--- src/aew_map.svh ---
// Register offsets, field positions, codes and reset values of the error word block
`ifndef AEW_MAP_SVH
`define AEW_MAP_SVH
// ==========================================================
// Register byte offsets
`define AEW_OFF_WORD 12'h000
`define AEW_OFF_CTRL 12'h004
`define AEW_OFF_CFG 12'h008
`define AEW_OFF_CFG_ACT 12'h00c
`define AEW_OFF_IRQ_ST 12'h010
`define AEW_OFF_IRQ_CLR 12'h014
`define AEW_OFF_IRQ_EN 12'h018
`define AEW_OFF_AO 12'h01c
// ==========================================================
// Error classes and extended codes
`define AEW_CLS_NONE 3'h0
`define AEW_CLS_HW 3'h1
`define AEW_CLS_CFG 3'h2
`define AEW_EXT_NONE 9'h000
`define AEW_EXT_PWRUP 9'h001
`define AEW_EXT_RANGE0 9'h001
`define AEW_EXT_FILT0 9'h005
`define AEW_EXT_FMT0 9'h009
`define AEW_EXT_FMT2CH0 9'h001
`define AEW_DONT_CARE 4'h0
// ==========================================================
// Variants and field layouts
`define AEW_VAR_2CH 2'h0
`define AEW_VAR_4IN 2'h1
`define AEW_VAR_4OUT 2'h2
`define AEW_VAR_BAD 2'h3
`define AEW_FLD_BAD 2'h3
`define AEW_CTRL_VAR_LSB 0
`define AEW_CTRL_ACK_BIT 4
`define AEW_CTRL_HW_BIT 5
`define AEW_CTRL_POR_BIT 6
`define AEW_AO_CH_LSB 16
// ==========================================================
// Reset values
`define AEW_WORD_RST 16'h0201
`define AEW_CFG_RST 24'h000000
`define AEW_VAR_RST 2'h0
`endif

--- src/aew_pkg.sv ---
// Types shared by the error word block
package aew_pkg;
`include "aew_map.svh"

  typedef enum logic [2:0] {
    AEW_NONE = `AEW_CLS_NONE,
    AEW_HW = `AEW_CLS_HW,
    AEW_CFG = `AEW_CLS_CFG
  } aew_cls_t;

  typedef enum logic [1:0] {
    AEW_V2CH = `AEW_VAR_2CH,
    AEW_V4IN = `AEW_VAR_4IN,
    AEW_V4OUT = `AEW_VAR_4OUT,
    AEW_VBAD = `AEW_VAR_BAD
  } aew_var_t;

  typedef struct packed {
    logic [3:0] dont_care;
    aew_cls_t cls;
    logic [8:0] ext;
  } aew_word_t;

  // Two-bit selectors per channel; channel 0 in the low bits of each byte
  typedef struct packed {
    logic [7:0] fmt;
    logic [7:0] filt;
    logic [7:0] rng;
  } aew_cfg_t;

  typedef struct packed {
    logic psel;
    logic penable;
    logic pwrite;
    logic [11:0] paddr;
    logic [31:0] pwdata;
  } aew_apb_req_t;

  typedef struct packed {
    logic [31:0] prdata;
    logic pready;
    logic pslverr;
  } aew_apb_rsp_t;

  typedef enum logic [3:0] {
    AEW_R_WORD, AEW_R_CTRL, AEW_R_CFG, AEW_R_CFG_ACT,
    AEW_R_IRQ_ST, AEW_R_IRQ_CLR, AEW_R_IRQ_EN, AEW_R_AO, AEW_R_NONE
  } aew_reg_t;

  typedef struct packed {
    logic [2:0] sync;
    logic hw;
    logic por;
    aew_var_t variant;
    aew_cfg_t cfg;
    logic cfg_err;
    logic [8:0] cfg_code;
    aew_word_t word;
    logic [3:0][15:0] ao;
    logic [3:0][15:0] ao_q;
    logic [2:0] irq_st;
    logic [2:0] irq_en;
    logic irq;
    aew_apb_rsp_t rsp;
  } aew_state_t;
endpackage
--- src/aew_error_word.sv ---
// APB error word block of an analog expansion module
`include "aew_map.svh"

// Contract
// - Word bits 15..12 carry no meaning; driven zero, host ignores them.
// - Class in bits 11..9: 000 none, 001 hardware, 010 configuration.
// - With no error the nine extended bits are zero, word X000.
// - Generic hardware fault is X200; power-up reset state is X201.
// - Invalid configuration is discarded, error raised, previous setup kept.
// - Configuration error without specific cause is X400.
// - Two-channel: bad input format X401/X402, bad output format X403/X404.
// - Four-channel: bad range selection channels 0..3 gives X401..X404.
// - Four-channel input only: bad filter channels 0..3 gives X405..X408.
// - Four-channel: bad data format channels 0..3 gives X409..X40C.
// - Codes X210 and X300 are reserved and never produced.
// - Only hardware-class faults (pin, power-up) force every analog output to zero.
// - Configuration errors are non-critical; normal operation continues.
module aew_error_word (
  // Clock and reset
  input wire logic pclk,
  input wire logic presetn,
  // APB slave
  input wire aew_pkg::aew_apb_req_t apb_req,
  output aew_pkg::aew_apb_rsp_t apb_rsp,
  // Module hardware fault pin, asynchronous
  input wire logic hw_fault_pin,
  // Status and outputs
  output logic [15:0] fault_word,
  output logic [3:0][15:0] analog_out,
  output logic irq
);

  aew_pkg::aew_state_t s;
  aew_pkg::aew_state_t next_s;

  // ==========================================================
  // Register map: byte offsets, one 32-bit word each
  // Word 0x00, read only: [11:9] class, [8:0] extended code
  // Control 0x04: [1:0] variant, 0 two-channel, 1 four-in, 2 four-out
  // Variant 3 is refused as a general setup error; the old one is kept
  // Control [4] written 1 leaves the power-up state and reads back 0
  // Control [5] filtered fault pin and [6] power-up state, read only
  // Setup 0x08, write only: [7:0] range, [15:8] filter, [23:16] format
  // Two bits per channel, channel 0 lowest; the value 3 is invalid
  // Active setup 0x0c, read only: the setup in force
  // Status 0x10, read only, sticky: [0] pin rose, [1] refused, [2] taken
  // Clear 0x14, write only: a 1 clears that status bit
  // Enable 0x18, read and write: [2:0] interrupt enables
  // Output 0x1c, write only: [17:16] channel, [15:0] value
  // Unmapped or misaligned addresses answer pslverr and read zero.
  // Writes to read-only registers are dropped without an error.
  // Word priority: fault pin, then power-up state, then setup error.
  // Changing the variant does not recheck the setup already in force.

  // ==========================================================
  // Bus timing
  // The access cycle forms the answer from the registered state, and
  // pready, prdata and pslverr stand for the one cycle after it. This
  // costs a wait state on every access but keeps the answer on flops.
  // A write lands at the edge that samples pready high; the word,
  // outputs and irq show its effect from the following cycle.
  // A fault pin change reaches the word four to five edges later.
  // Status bits are set after the clear is applied, so an event in the
  // clearing cycle is kept.

  // ==========================================================
  // Address decode
  function automatic aew_pkg::aew_reg_t decode(input logic [11:0] a);
    case (a)
      `AEW_OFF_WORD: decode = aew_pkg::AEW_R_WORD;
      `AEW_OFF_CTRL: decode = aew_pkg::AEW_R_CTRL;
      `AEW_OFF_CFG: decode = aew_pkg::AEW_R_CFG;
      `AEW_OFF_CFG_ACT: decode = aew_pkg::AEW_R_CFG_ACT;
      `AEW_OFF_IRQ_ST: decode = aew_pkg::AEW_R_IRQ_ST;
      `AEW_OFF_IRQ_CLR: decode = aew_pkg::AEW_R_IRQ_CLR;
      `AEW_OFF_IRQ_EN: decode = aew_pkg::AEW_R_IRQ_EN;
      `AEW_OFF_AO: decode = aew_pkg::AEW_R_AO;
      default: decode = aew_pkg::AEW_R_NONE;
    endcase
  endfunction

  // ==========================================================
  // Selector scan
  // Returns {bad, channel} for the lowest channel whose selector holds
  // the invalid value; the range, filter and format checks share it.
  function automatic logic [2:0] first_bad(input logic [7:0] f);
    logic [2:0] r;
    r = 3'h0;
    for (int i = 3; i >= 0; i--) begin
      if (f[2*i +: 2] == `AEW_FLD_BAD) begin
        r = {1'b1, 2'(i)};
      end
    end
    first_bad = r;
  endfunction

  // ==========================================================
  // Configuration check
  // Returns {bad, code}. Later tests overwrite earlier ones, so they run
  // from the highest code down and the lowest failing code is reported.
  function automatic logic [9:0] cfg_check(input aew_pkg::aew_var_t v,
                                           input aew_pkg::aew_cfg_t c);
    logic [9:0] r;
    logic [2:0] bad_fmt;
    logic [2:0] bad_filt;
    logic [2:0] bad_rng;
    r = {1'b0, `AEW_EXT_NONE};
    bad_fmt = first_bad(c.fmt);
    bad_filt = first_bad(c.filt);
    bad_rng = first_bad(c.rng);
    if (bad_fmt[2]) begin
      if (v == aew_pkg::AEW_V2CH) begin
        r = {1'b1, `AEW_EXT_FMT2CH0 + 9'(bad_fmt[1:0])};
      end else begin
        r = {1'b1, `AEW_EXT_FMT0 + 9'(bad_fmt[1:0])};
      end
    end
    // Filters exist only on the input variant
    if (bad_filt[2] && v == aew_pkg::AEW_V4IN) begin
      r = {1'b1, `AEW_EXT_FILT0 + 9'(bad_filt[1:0])};
    end
    if (bad_rng[2] && v != aew_pkg::AEW_V2CH) begin
      r = {1'b1, `AEW_EXT_RANGE0 + 9'(bad_rng[1:0])};
    end
    cfg_check = r;
  endfunction

  // ==========================================================
  // Read-back; write-only registers read as zero
  function automatic logic [31:0] read_back(input aew_pkg::aew_reg_t r,
                                            input aew_pkg::aew_state_t st);
    logic [31:0] d;
    case (r)
      aew_pkg::AEW_R_WORD: d = {16'h0000, st.word};
      aew_pkg::AEW_R_CTRL: d = {25'h0, st.por, st.hw, 2'h0, 1'b0, st.variant};
      aew_pkg::AEW_R_CFG_ACT: d = {8'h00, st.cfg};
      aew_pkg::AEW_R_IRQ_ST: d = {29'h0, st.irq_st};
      aew_pkg::AEW_R_IRQ_EN: d = {29'h0, st.irq_en};
      default: d = 32'h00000000;
    endcase
    read_back = d;
  endfunction

  // ==========================================================
  // Fault pin filter
  // Stage one may be metastable, so only the shift reads it; a level
  // counts once stages two and three agree, else the old one is held.
  function automatic logic pin_level(input logic [2:0] sync, input logic held);
    pin_level = held;
    if (sync[1] == sync[2]) begin
      pin_level = sync[1];
    end
  endfunction

  // ==========================================================
  // Output forcing
  // Only hardware-class faults zero the channels: a refused setup is
  // recoverable, and the channels keep running on the setup in force.
  function automatic logic [15:0] out_level(input logic zero, input logic [15:0] v);
    out_level = v;
    if (zero) begin
      out_level = 16'h0000;
    end
  endfunction

  // ==========================================================
  // Error word
  // Class and extended code come from one place and leave the state
  // register together, so no read sees a class with a stale code.
  function automatic aew_pkg::aew_word_t compose_word(input logic hw,
                                                      input logic por,
                                                      input logic err,
                                                      input logic [8:0] code);
    aew_pkg::aew_word_t w;
    w.dont_care = `AEW_DONT_CARE;
    if (hw) begin
      w.cls = aew_pkg::AEW_HW;
      w.ext = `AEW_EXT_NONE;
    end else if (por) begin
      w.cls = aew_pkg::AEW_HW;
      w.ext = `AEW_EXT_PWRUP;
    end else if (err) begin
      w.cls = aew_pkg::AEW_CFG;
      w.ext = code;
    end else begin
      w.cls = aew_pkg::AEW_NONE;
      w.ext = `AEW_EXT_NONE;
    end
    compose_word = w;
  endfunction

  // ==========================================================
  // Next state
  logic acc;
  logic done;
  logic wr;
  logic [9:0] chk;
  logic [2:0] ev;
  aew_pkg::aew_reg_t sel;
  aew_pkg::aew_var_t wvar;
  logic [1:0] ch;

  always_comb begin
    next_s = s;
    acc = apb_req.psel & apb_req.penable;
    done = acc & s.rsp.pready;
    wr = done & apb_req.pwrite;
    sel = decode(apb_req.paddr);
    chk = cfg_check(s.variant, apb_req.pwdata[23:0]);
    wvar = aew_pkg::aew_var_t'(apb_req.pwdata[`AEW_CTRL_VAR_LSB +: 2]);
    ch = apb_req.pwdata[`AEW_AO_CH_LSB +: 2];
    ev = 3'h0;

    next_s.sync = {s.sync[1:0], hw_fault_pin};
    next_s.hw = pin_level(s.sync, s.hw);
    ev[0] = next_s.hw & ~s.hw;

    // One wait state: data is prepared while pready rises
    next_s.rsp.pready = acc & ~s.rsp.pready;
    if (acc & ~s.rsp.pready) begin
      next_s.rsp.pslverr = (sel == aew_pkg::AEW_R_NONE);
      next_s.rsp.prdata = read_back(sel, s);
    end else begin
      next_s.rsp.pslverr = 1'b0;
      next_s.rsp.prdata = 32'h00000000;
    end

    if (wr) begin
      case (sel)
        aew_pkg::AEW_R_CTRL: begin
          if (apb_req.pwdata[`AEW_CTRL_ACK_BIT]) begin
            next_s.por = 1'b0;
          end
          // An unknown variant is refused like any bad setting
          if (wvar == aew_pkg::AEW_VBAD) begin
            next_s.cfg_err = 1'b1;
            next_s.cfg_code = `AEW_EXT_NONE;
            ev[1] = 1'b1;
          end else begin
            next_s.variant = wvar;
          end
        end
        aew_pkg::AEW_R_CFG: begin
          if (chk[9]) begin
            // Active setup stays as it was; the module keeps running
            next_s.cfg_err = 1'b1;
            next_s.cfg_code = chk[8:0];
            ev[1] = 1'b1;
          end else begin
            next_s.cfg = apb_req.pwdata[23:0];
            next_s.cfg_err = 1'b0;
            ev[2] = 1'b1;
          end
        end
        aew_pkg::AEW_R_IRQ_CLR: next_s.irq_st = s.irq_st & ~apb_req.pwdata[2:0];
        aew_pkg::AEW_R_IRQ_EN: next_s.irq_en = apb_req.pwdata[2:0];
        aew_pkg::AEW_R_AO: next_s.ao[ch] = apb_req.pwdata[15:0];
        default: next_s.irq_en = s.irq_en;
      endcase
    end

    // Events after the clear so a coincident event is kept
    next_s.irq_st = next_s.irq_st | ev;
    next_s.irq = |(next_s.irq_st & next_s.irq_en);

    // Whole word built in one place and registered at once
    next_s.word = compose_word(next_s.hw, next_s.por, next_s.cfg_err, next_s.cfg_code);

    // Hardware-class faults zero the outputs; config errors do not
    for (int i = 0; i < 4; i++) begin
      next_s.ao_q[i] = out_level(next_s.hw | next_s.por, next_s.ao[i]);
    end
  end

  // ==========================================================
  // State register
  // Reset enters the power-up state, so the word reads X201 until the
  // control write that acknowledges it.
  always_ff @(posedge pclk or negedge presetn) begin
    if (!presetn) begin
      s.sync <= 3'h0;
      s.hw <= 1'b0;
      s.por <= 1'b1;
      s.variant <= aew_pkg::aew_var_t'(`AEW_VAR_RST);
      s.cfg <= `AEW_CFG_RST;
      s.cfg_err <= 1'b0;
      s.cfg_code <= `AEW_EXT_NONE;
      s.word <= `AEW_WORD_RST;
      s.ao <= '0;
      s.ao_q <= '0;
      s.irq_st <= 3'h0;
      s.irq_en <= 3'h0;
      s.irq <= 1'b0;
      s.rsp <= '0;
    end else begin
      s <= next_s;
    end
  end

  assign apb_rsp = s.rsp;
  assign fault_word = s.word;
  assign analog_out = s.ao_q;
  assign irq = s.irq;

endmodule

--- config.mk ---
export PLATFORM = sky130hd
export DESIGN_NAME = aew_error_word
export DESIGN_NICKNAME = d
export VERILOG_FILES = /design/src/aew_pkg.sv /design/src/aew_error_word.sv
export VERILOG_INCLUDE_DIRS = /design/src
export SDC_FILE = /design/constraint.sdc
export NUM_CORES = 1
export LEC_CHECK = 0
export ABC_CLOCK_PERIOD_IN_PS = 3800
export BUFFER_PORTS_ARGS = -buffer_cell sky130_fd_sc_hd__buf_2
export CAP_MARGIN = 20
export CORE_UTILIZATION = 30
export CTS_CLUSTER_SIZE = 8
export DETAILED_ROUTE_END_ITERATION = 7
export MAX_ROUTING_LAYER = met4
export PLACE_DENSITY = 0.59
export SETUP_SLACK_MARGIN = 0.05
export SLEW_MARGIN = 0
export SYNTH_ARGS = -nofsm -noshare
export SYNTH_HDL_FRONTEND = slang
export SYNTH_SLANG_ARGS = --single-unit
export TNS_END_PERCENT = 100
--- constraint.sdc ---
create_clock -name pclk -period 3.8 [get_ports pclk]
set_input_delay 0.76 -clock pclk [delete_from_list [all_inputs] [get_ports pclk]]
set_output_delay 0.76 -clock pclk [all_outputs]
set_load 0.02 [all_outputs]
# Yosys cells after proc, flatten, opt, wreduce, memory -nomap -nowiden
# Memory sizes are Yosys's and may differ from the RTL's.
# Cells that the tools add are included.
word_totals:
  reg_bits: 222
  output_inout_bits: 115
  mem_count: 1
  inputBits: 50
  mem_bits_ro: 128
mem_list:
  columns: ["name", "words", "word_bits", "rd", "rd_clocked_by_memory_dff", "write_ports", "line_no", "source"]
  rows:
  - ["(name not given)", 32, 4, 1, 0, 0, "aew_error_word.sv:69", "case (a)"]
op_classes:
  n_reduce_logical: 10
  n_addsub: 4
  bitwise_logic: 14
  n_lt_le_gt_ge: 2
  eq_ne: 22
  muxes: 51
op_table:
  columns: ["cell", "n"]
  rows:
  - ["two-way mux 64 bit", 2]
  - ["case mux 24 bit (5 select lines)", 1]
  - ["two-way mux 16 bit", 5]
  - ["bitwise mux 64 bit", 1]
  - ["two-way mux 24 bit", 2]
  - ["two-way mux 3 bit", 15]
  - ["two-way mux 10 bit", 4]
  - ["two-way mux 37 bit", 1]
  - ["two-way mux 11 bit", 3]
  - ["demux 16 bit (select 2 bit)", 1]
  - ["two-way mux 32 bit", 1]
  - ["== test 2 bit (second input constant)", 12]
  - ["case mux 10 bit (2 select lines)", 1]
  - ["== test 4 x 3 -> 1 bit (second input constant)", 4]
  - ["two-way mux 9 bit", 1]
  - ["== test 4 x 2 -> 1 bit (second input constant)", 2]
  - ["zero test 7 bit", 1]
  - ["two-way mux 1 bit", 7]
  - ["adder 1 x 2 -> 3 bit (first input constant)", 2]
  - ["bitwise AND 3 bit", 2]
  - ["two-way mux 6 bit", 1]
  - ["AND reduction 3 bit", 2]
  - ["adder 4 x 2 -> 5 bit (first input constant)", 1]
  - ["bitwise AND 1 bit", 5]
  - ["20 further kinds", 26]

# Logic depth before layout (Yosys ltp)
depth:
  depth_word: 16
  depth_mapped: 9
  ltp_nobuf: 8

# Least setup slack after synthesis
# Ideal clock, no wire load.
synth_timing:
  path_type: "input-to-reg"
  from: "input apb_req[39] (netlist name)"
  to: "register irq (netlist name)"
  t_required_ns: 3.674
  slack_ns: 0.630
  n_path_buf: 0
  setup_ns: 0.126
  arrival_ns: 3.044
  cell_stages: 6
  path_cell_list: "or4_4 -> or4_2 -> nor3_1 -> mux2_2 -> and2_1 -> a221o_1"
synth_lines:
  columns: ["element", "line_no", "source"]
  rows:
  - ["from (decl)", "aew_error_word.sv:23", "input wire aew_pkg::aew_apb_req_t apb_req,"]

==> reports/qor.txt <==
Worst Path Arrival: 3380 ps
Max frequency: 339 MHz
Hold Crit Class: primary input to async pin
Top post-synthesis cells by area: dfrtp_1 58%, buf_4 9.8%, mux2_2 7.4%, nor2b_1 4.7%, nand2_1 4.1%
Most common cell in the netlist: dfrtp_1
TNS Setup: 0 ps
Core Area: 29600 um2
Post-CTS Hold Buffers: 0
List of most frequent post-synthesis cells: 210 x dfrtp_1, 117 x buf_4, 99 x nand2_1
Area added between synthesis and finish: 13.5%
# Max-Cap Violations: 0
Final min period: 2950 ps
Register bit total from synthesis: 213
EDFF count, synth: 0
Gate Count Post-Synth: 748
Hold Violations, Final: 0
Final Cycle Share: 77.7%
Sequential area share after synthesis: 59.2%
Gr usage total: 14.0%
CTS tree: built
Outcome: complete, no violations
Clock Root Buffer: clkbuf_16
CTS Buf Count: 30
CTS resizes: 0
Die Width: 175 um
Gr ovfl total: 0
Avg WL per Cell: 16.9 um
# H-tree levels: 1
Worst Reg2Reg Path Length in Cells: 6
Initial Utilization: 30.5%
Die extent in y: 175 um
Peak VDD IR: 0.000303 V
Rel. slew slack: 37.8%
Clk_skew: 23.0 ps
Distinct cells, synth: 54
LEAKAGE: 5.34 nW
Boundary Pins: 165
Initial DRC count: 328
Global-route wire length before repair: 31900 um
Antenna violations before repair: 0
Nets: 864
Yosys top cell by area: dfrtp_1
Final Max Tran Viols: 0
Max Buffers Root-to-Sink: 3
Post-synth ARST share: 100%
Via count: 5352
RSZ-0062 raised after global routing: false
Clock sinks: 213
Vias/cell: 4.40
ANT cells: 0
Worst slew pin tran: 933 ps
Post-CTS setup buffer count: 0
CTS clock-pin slew for the worst setup and hold paths: 50 ps
Share of the synthesized area in the top cell type: 58.3%
IO buf count: 143
Primary FF master, synth: dfrtp_1
Syn Area/Cell: 12.0 um2
Setup CP Type: primary input to register
Netlist Area Pre-Place: 9010 um2
Drt pass-1 iters: 4
Layout cells sized above 1: 33.2%
Startpoint Class: primary input
Hold_ws: 245 ps
Remaining antenna violation count: 0
WP data required: 4220 ps
Die footprint: 30700 um2
Worst-path fanout max: 4
Drc violations: 0
Crit. End Element: register
PD cells: 472 nW/um2
Row Count: 63
Pin count of the biggest net entering global routing: 120
Dpl hpwl: 13600 um
Clk_lat worst skew: 540 ps
DRT Wirelength: 20600 um
Synthesis Warnings: 0
GPL Wtd Cong: 0.835
Number of global-route vias before repair: 5428
Final Setup Violations: 0
routing by layer:
layer	routed length (um)	up-vias	global-route usage (%)	share of wire [%]
li1	-	2474	-	-
met1	9400	2681	18.8	46
met2	9530	163	21.4	46
met3	1180	34	2.71	5.8
met4	443	0	3.84	2.2
met5	0	-	-	0
power breakdown:
part	total, W	internal, W	switching (W)	leakage (nW)
Combinational	0.000180	0.0000440	0.000136	2.00
Sequential	0.00228	0.00228	0.00000359	2.95
Clock	0.00236	0.00144	0.000928	0.395
Total	0.00483	0.00376	0.00107	5.34
cells in the final DEF, fill, tap and decap left out, types with 4 or more instances in the layout:
| master | Yosys | layout |
|---|---|---|
| mux2_2 | 59 | 59 |
| mux2_4 | 10 | 10 |
| mux2i_1 | 6 | 6 |
| nor2_1 | 31 | 31 |
| a21oi_1 | 11 | 11 |
| buf_4 | 117 | 16 |
| buf_2 | 3 | 142 |
| clkbuf_16 | 0 | 30 |
| a22o_1 | 5 | 5 |
| nand3_1 | 7 | 7 |
| dfrtp_1 | 210 | 210 |
| nand2b_1 | 4 | 4 |
| conb_1 | 1 | 13 |
| a22oi_1 | 9 | 9 |
| inv_1 | 8 | 8 |
| o21ai_0 | 6 | 6 |
| nor3_1 | 5 | 5 |
| nor2b_1 | 68 | 68 |
| and3_1 | 16 | 16 |
| nand2_1 | 99 | 99 |
| clkbuf_1 | 17 | 16 |
logic make-up (layout without fill, tap and decap cells):
group	count (synthesis)	after routing	synth area share, %
other	1	13	0.0416
adder cells (fa/ha/maj)	3	3	0.417
flip-flops	213	213	59.2
AO/OA/AOI/OAI	53	53	4.17
multiplexers	75	75	9.71
AND/OR/NAND/NOR	254	254	14.9
buffers and inverters	149	215	11.5
worst max-delay path: stages:
cell     delay [ps]
buf_2            90
or4_4           570
or4_2           760
nor3_1          390
mux2_2          400
and2_1          140
a221o_1         270
through the flow:
step                      util (%)  instance area [um2]  total power [W]  setup slack (ps)  cells
final                         34.6                10200          0.00483               848   1216
after global routing          34.6                10200          0.00502               796   1216
after floorplan                  -                 9050          0.00239               630    760
after CTS                     34.6                10200          0.00491               893   1216
after detailed placement      31.8                 9400          0.00250               323   1169
after global placement        31.8                 9400          0.00250               334   1169
final timing paths:
| path | startpoint | end | slack, ps |
|---|---|---|---|
| setup / recovery | apb_req[39] | irq | 850 |
| hold / removal | presetn | analog_out[42] | 240 |
| setup reg to reg | apb_rsp[1] | irq | 1190 |
| hold reg to reg | next_s[224] | next_s[225] | 350 |
| max in group asynchronous | presetn | s[117] | 2560 |
| min in group pclk | hw_fault_pin | next_s[224] | 320 |
flip-flops by register name, indices dropped and copies added (netlist names):
signal	flops
irq	1
analog_out	64
next_s	2
fault_word	11
s	109
apb_rsp	26
cell type report:
| class | count | area, um2 |
|---|---|---|
| tap | 390 | 488 |
| fill | 2947 | 19300 |
| multi-input combinational | 398 | 2680 |
| timing repair buffer | 160 | 866 |
| clock inverter | 1 | 16.3 |
| inverter | 8 | 30.0 |
| clock buffer | 46 | 811 |
| sequential | 213 | 5330 |
(Power assumes the default switching activity.)
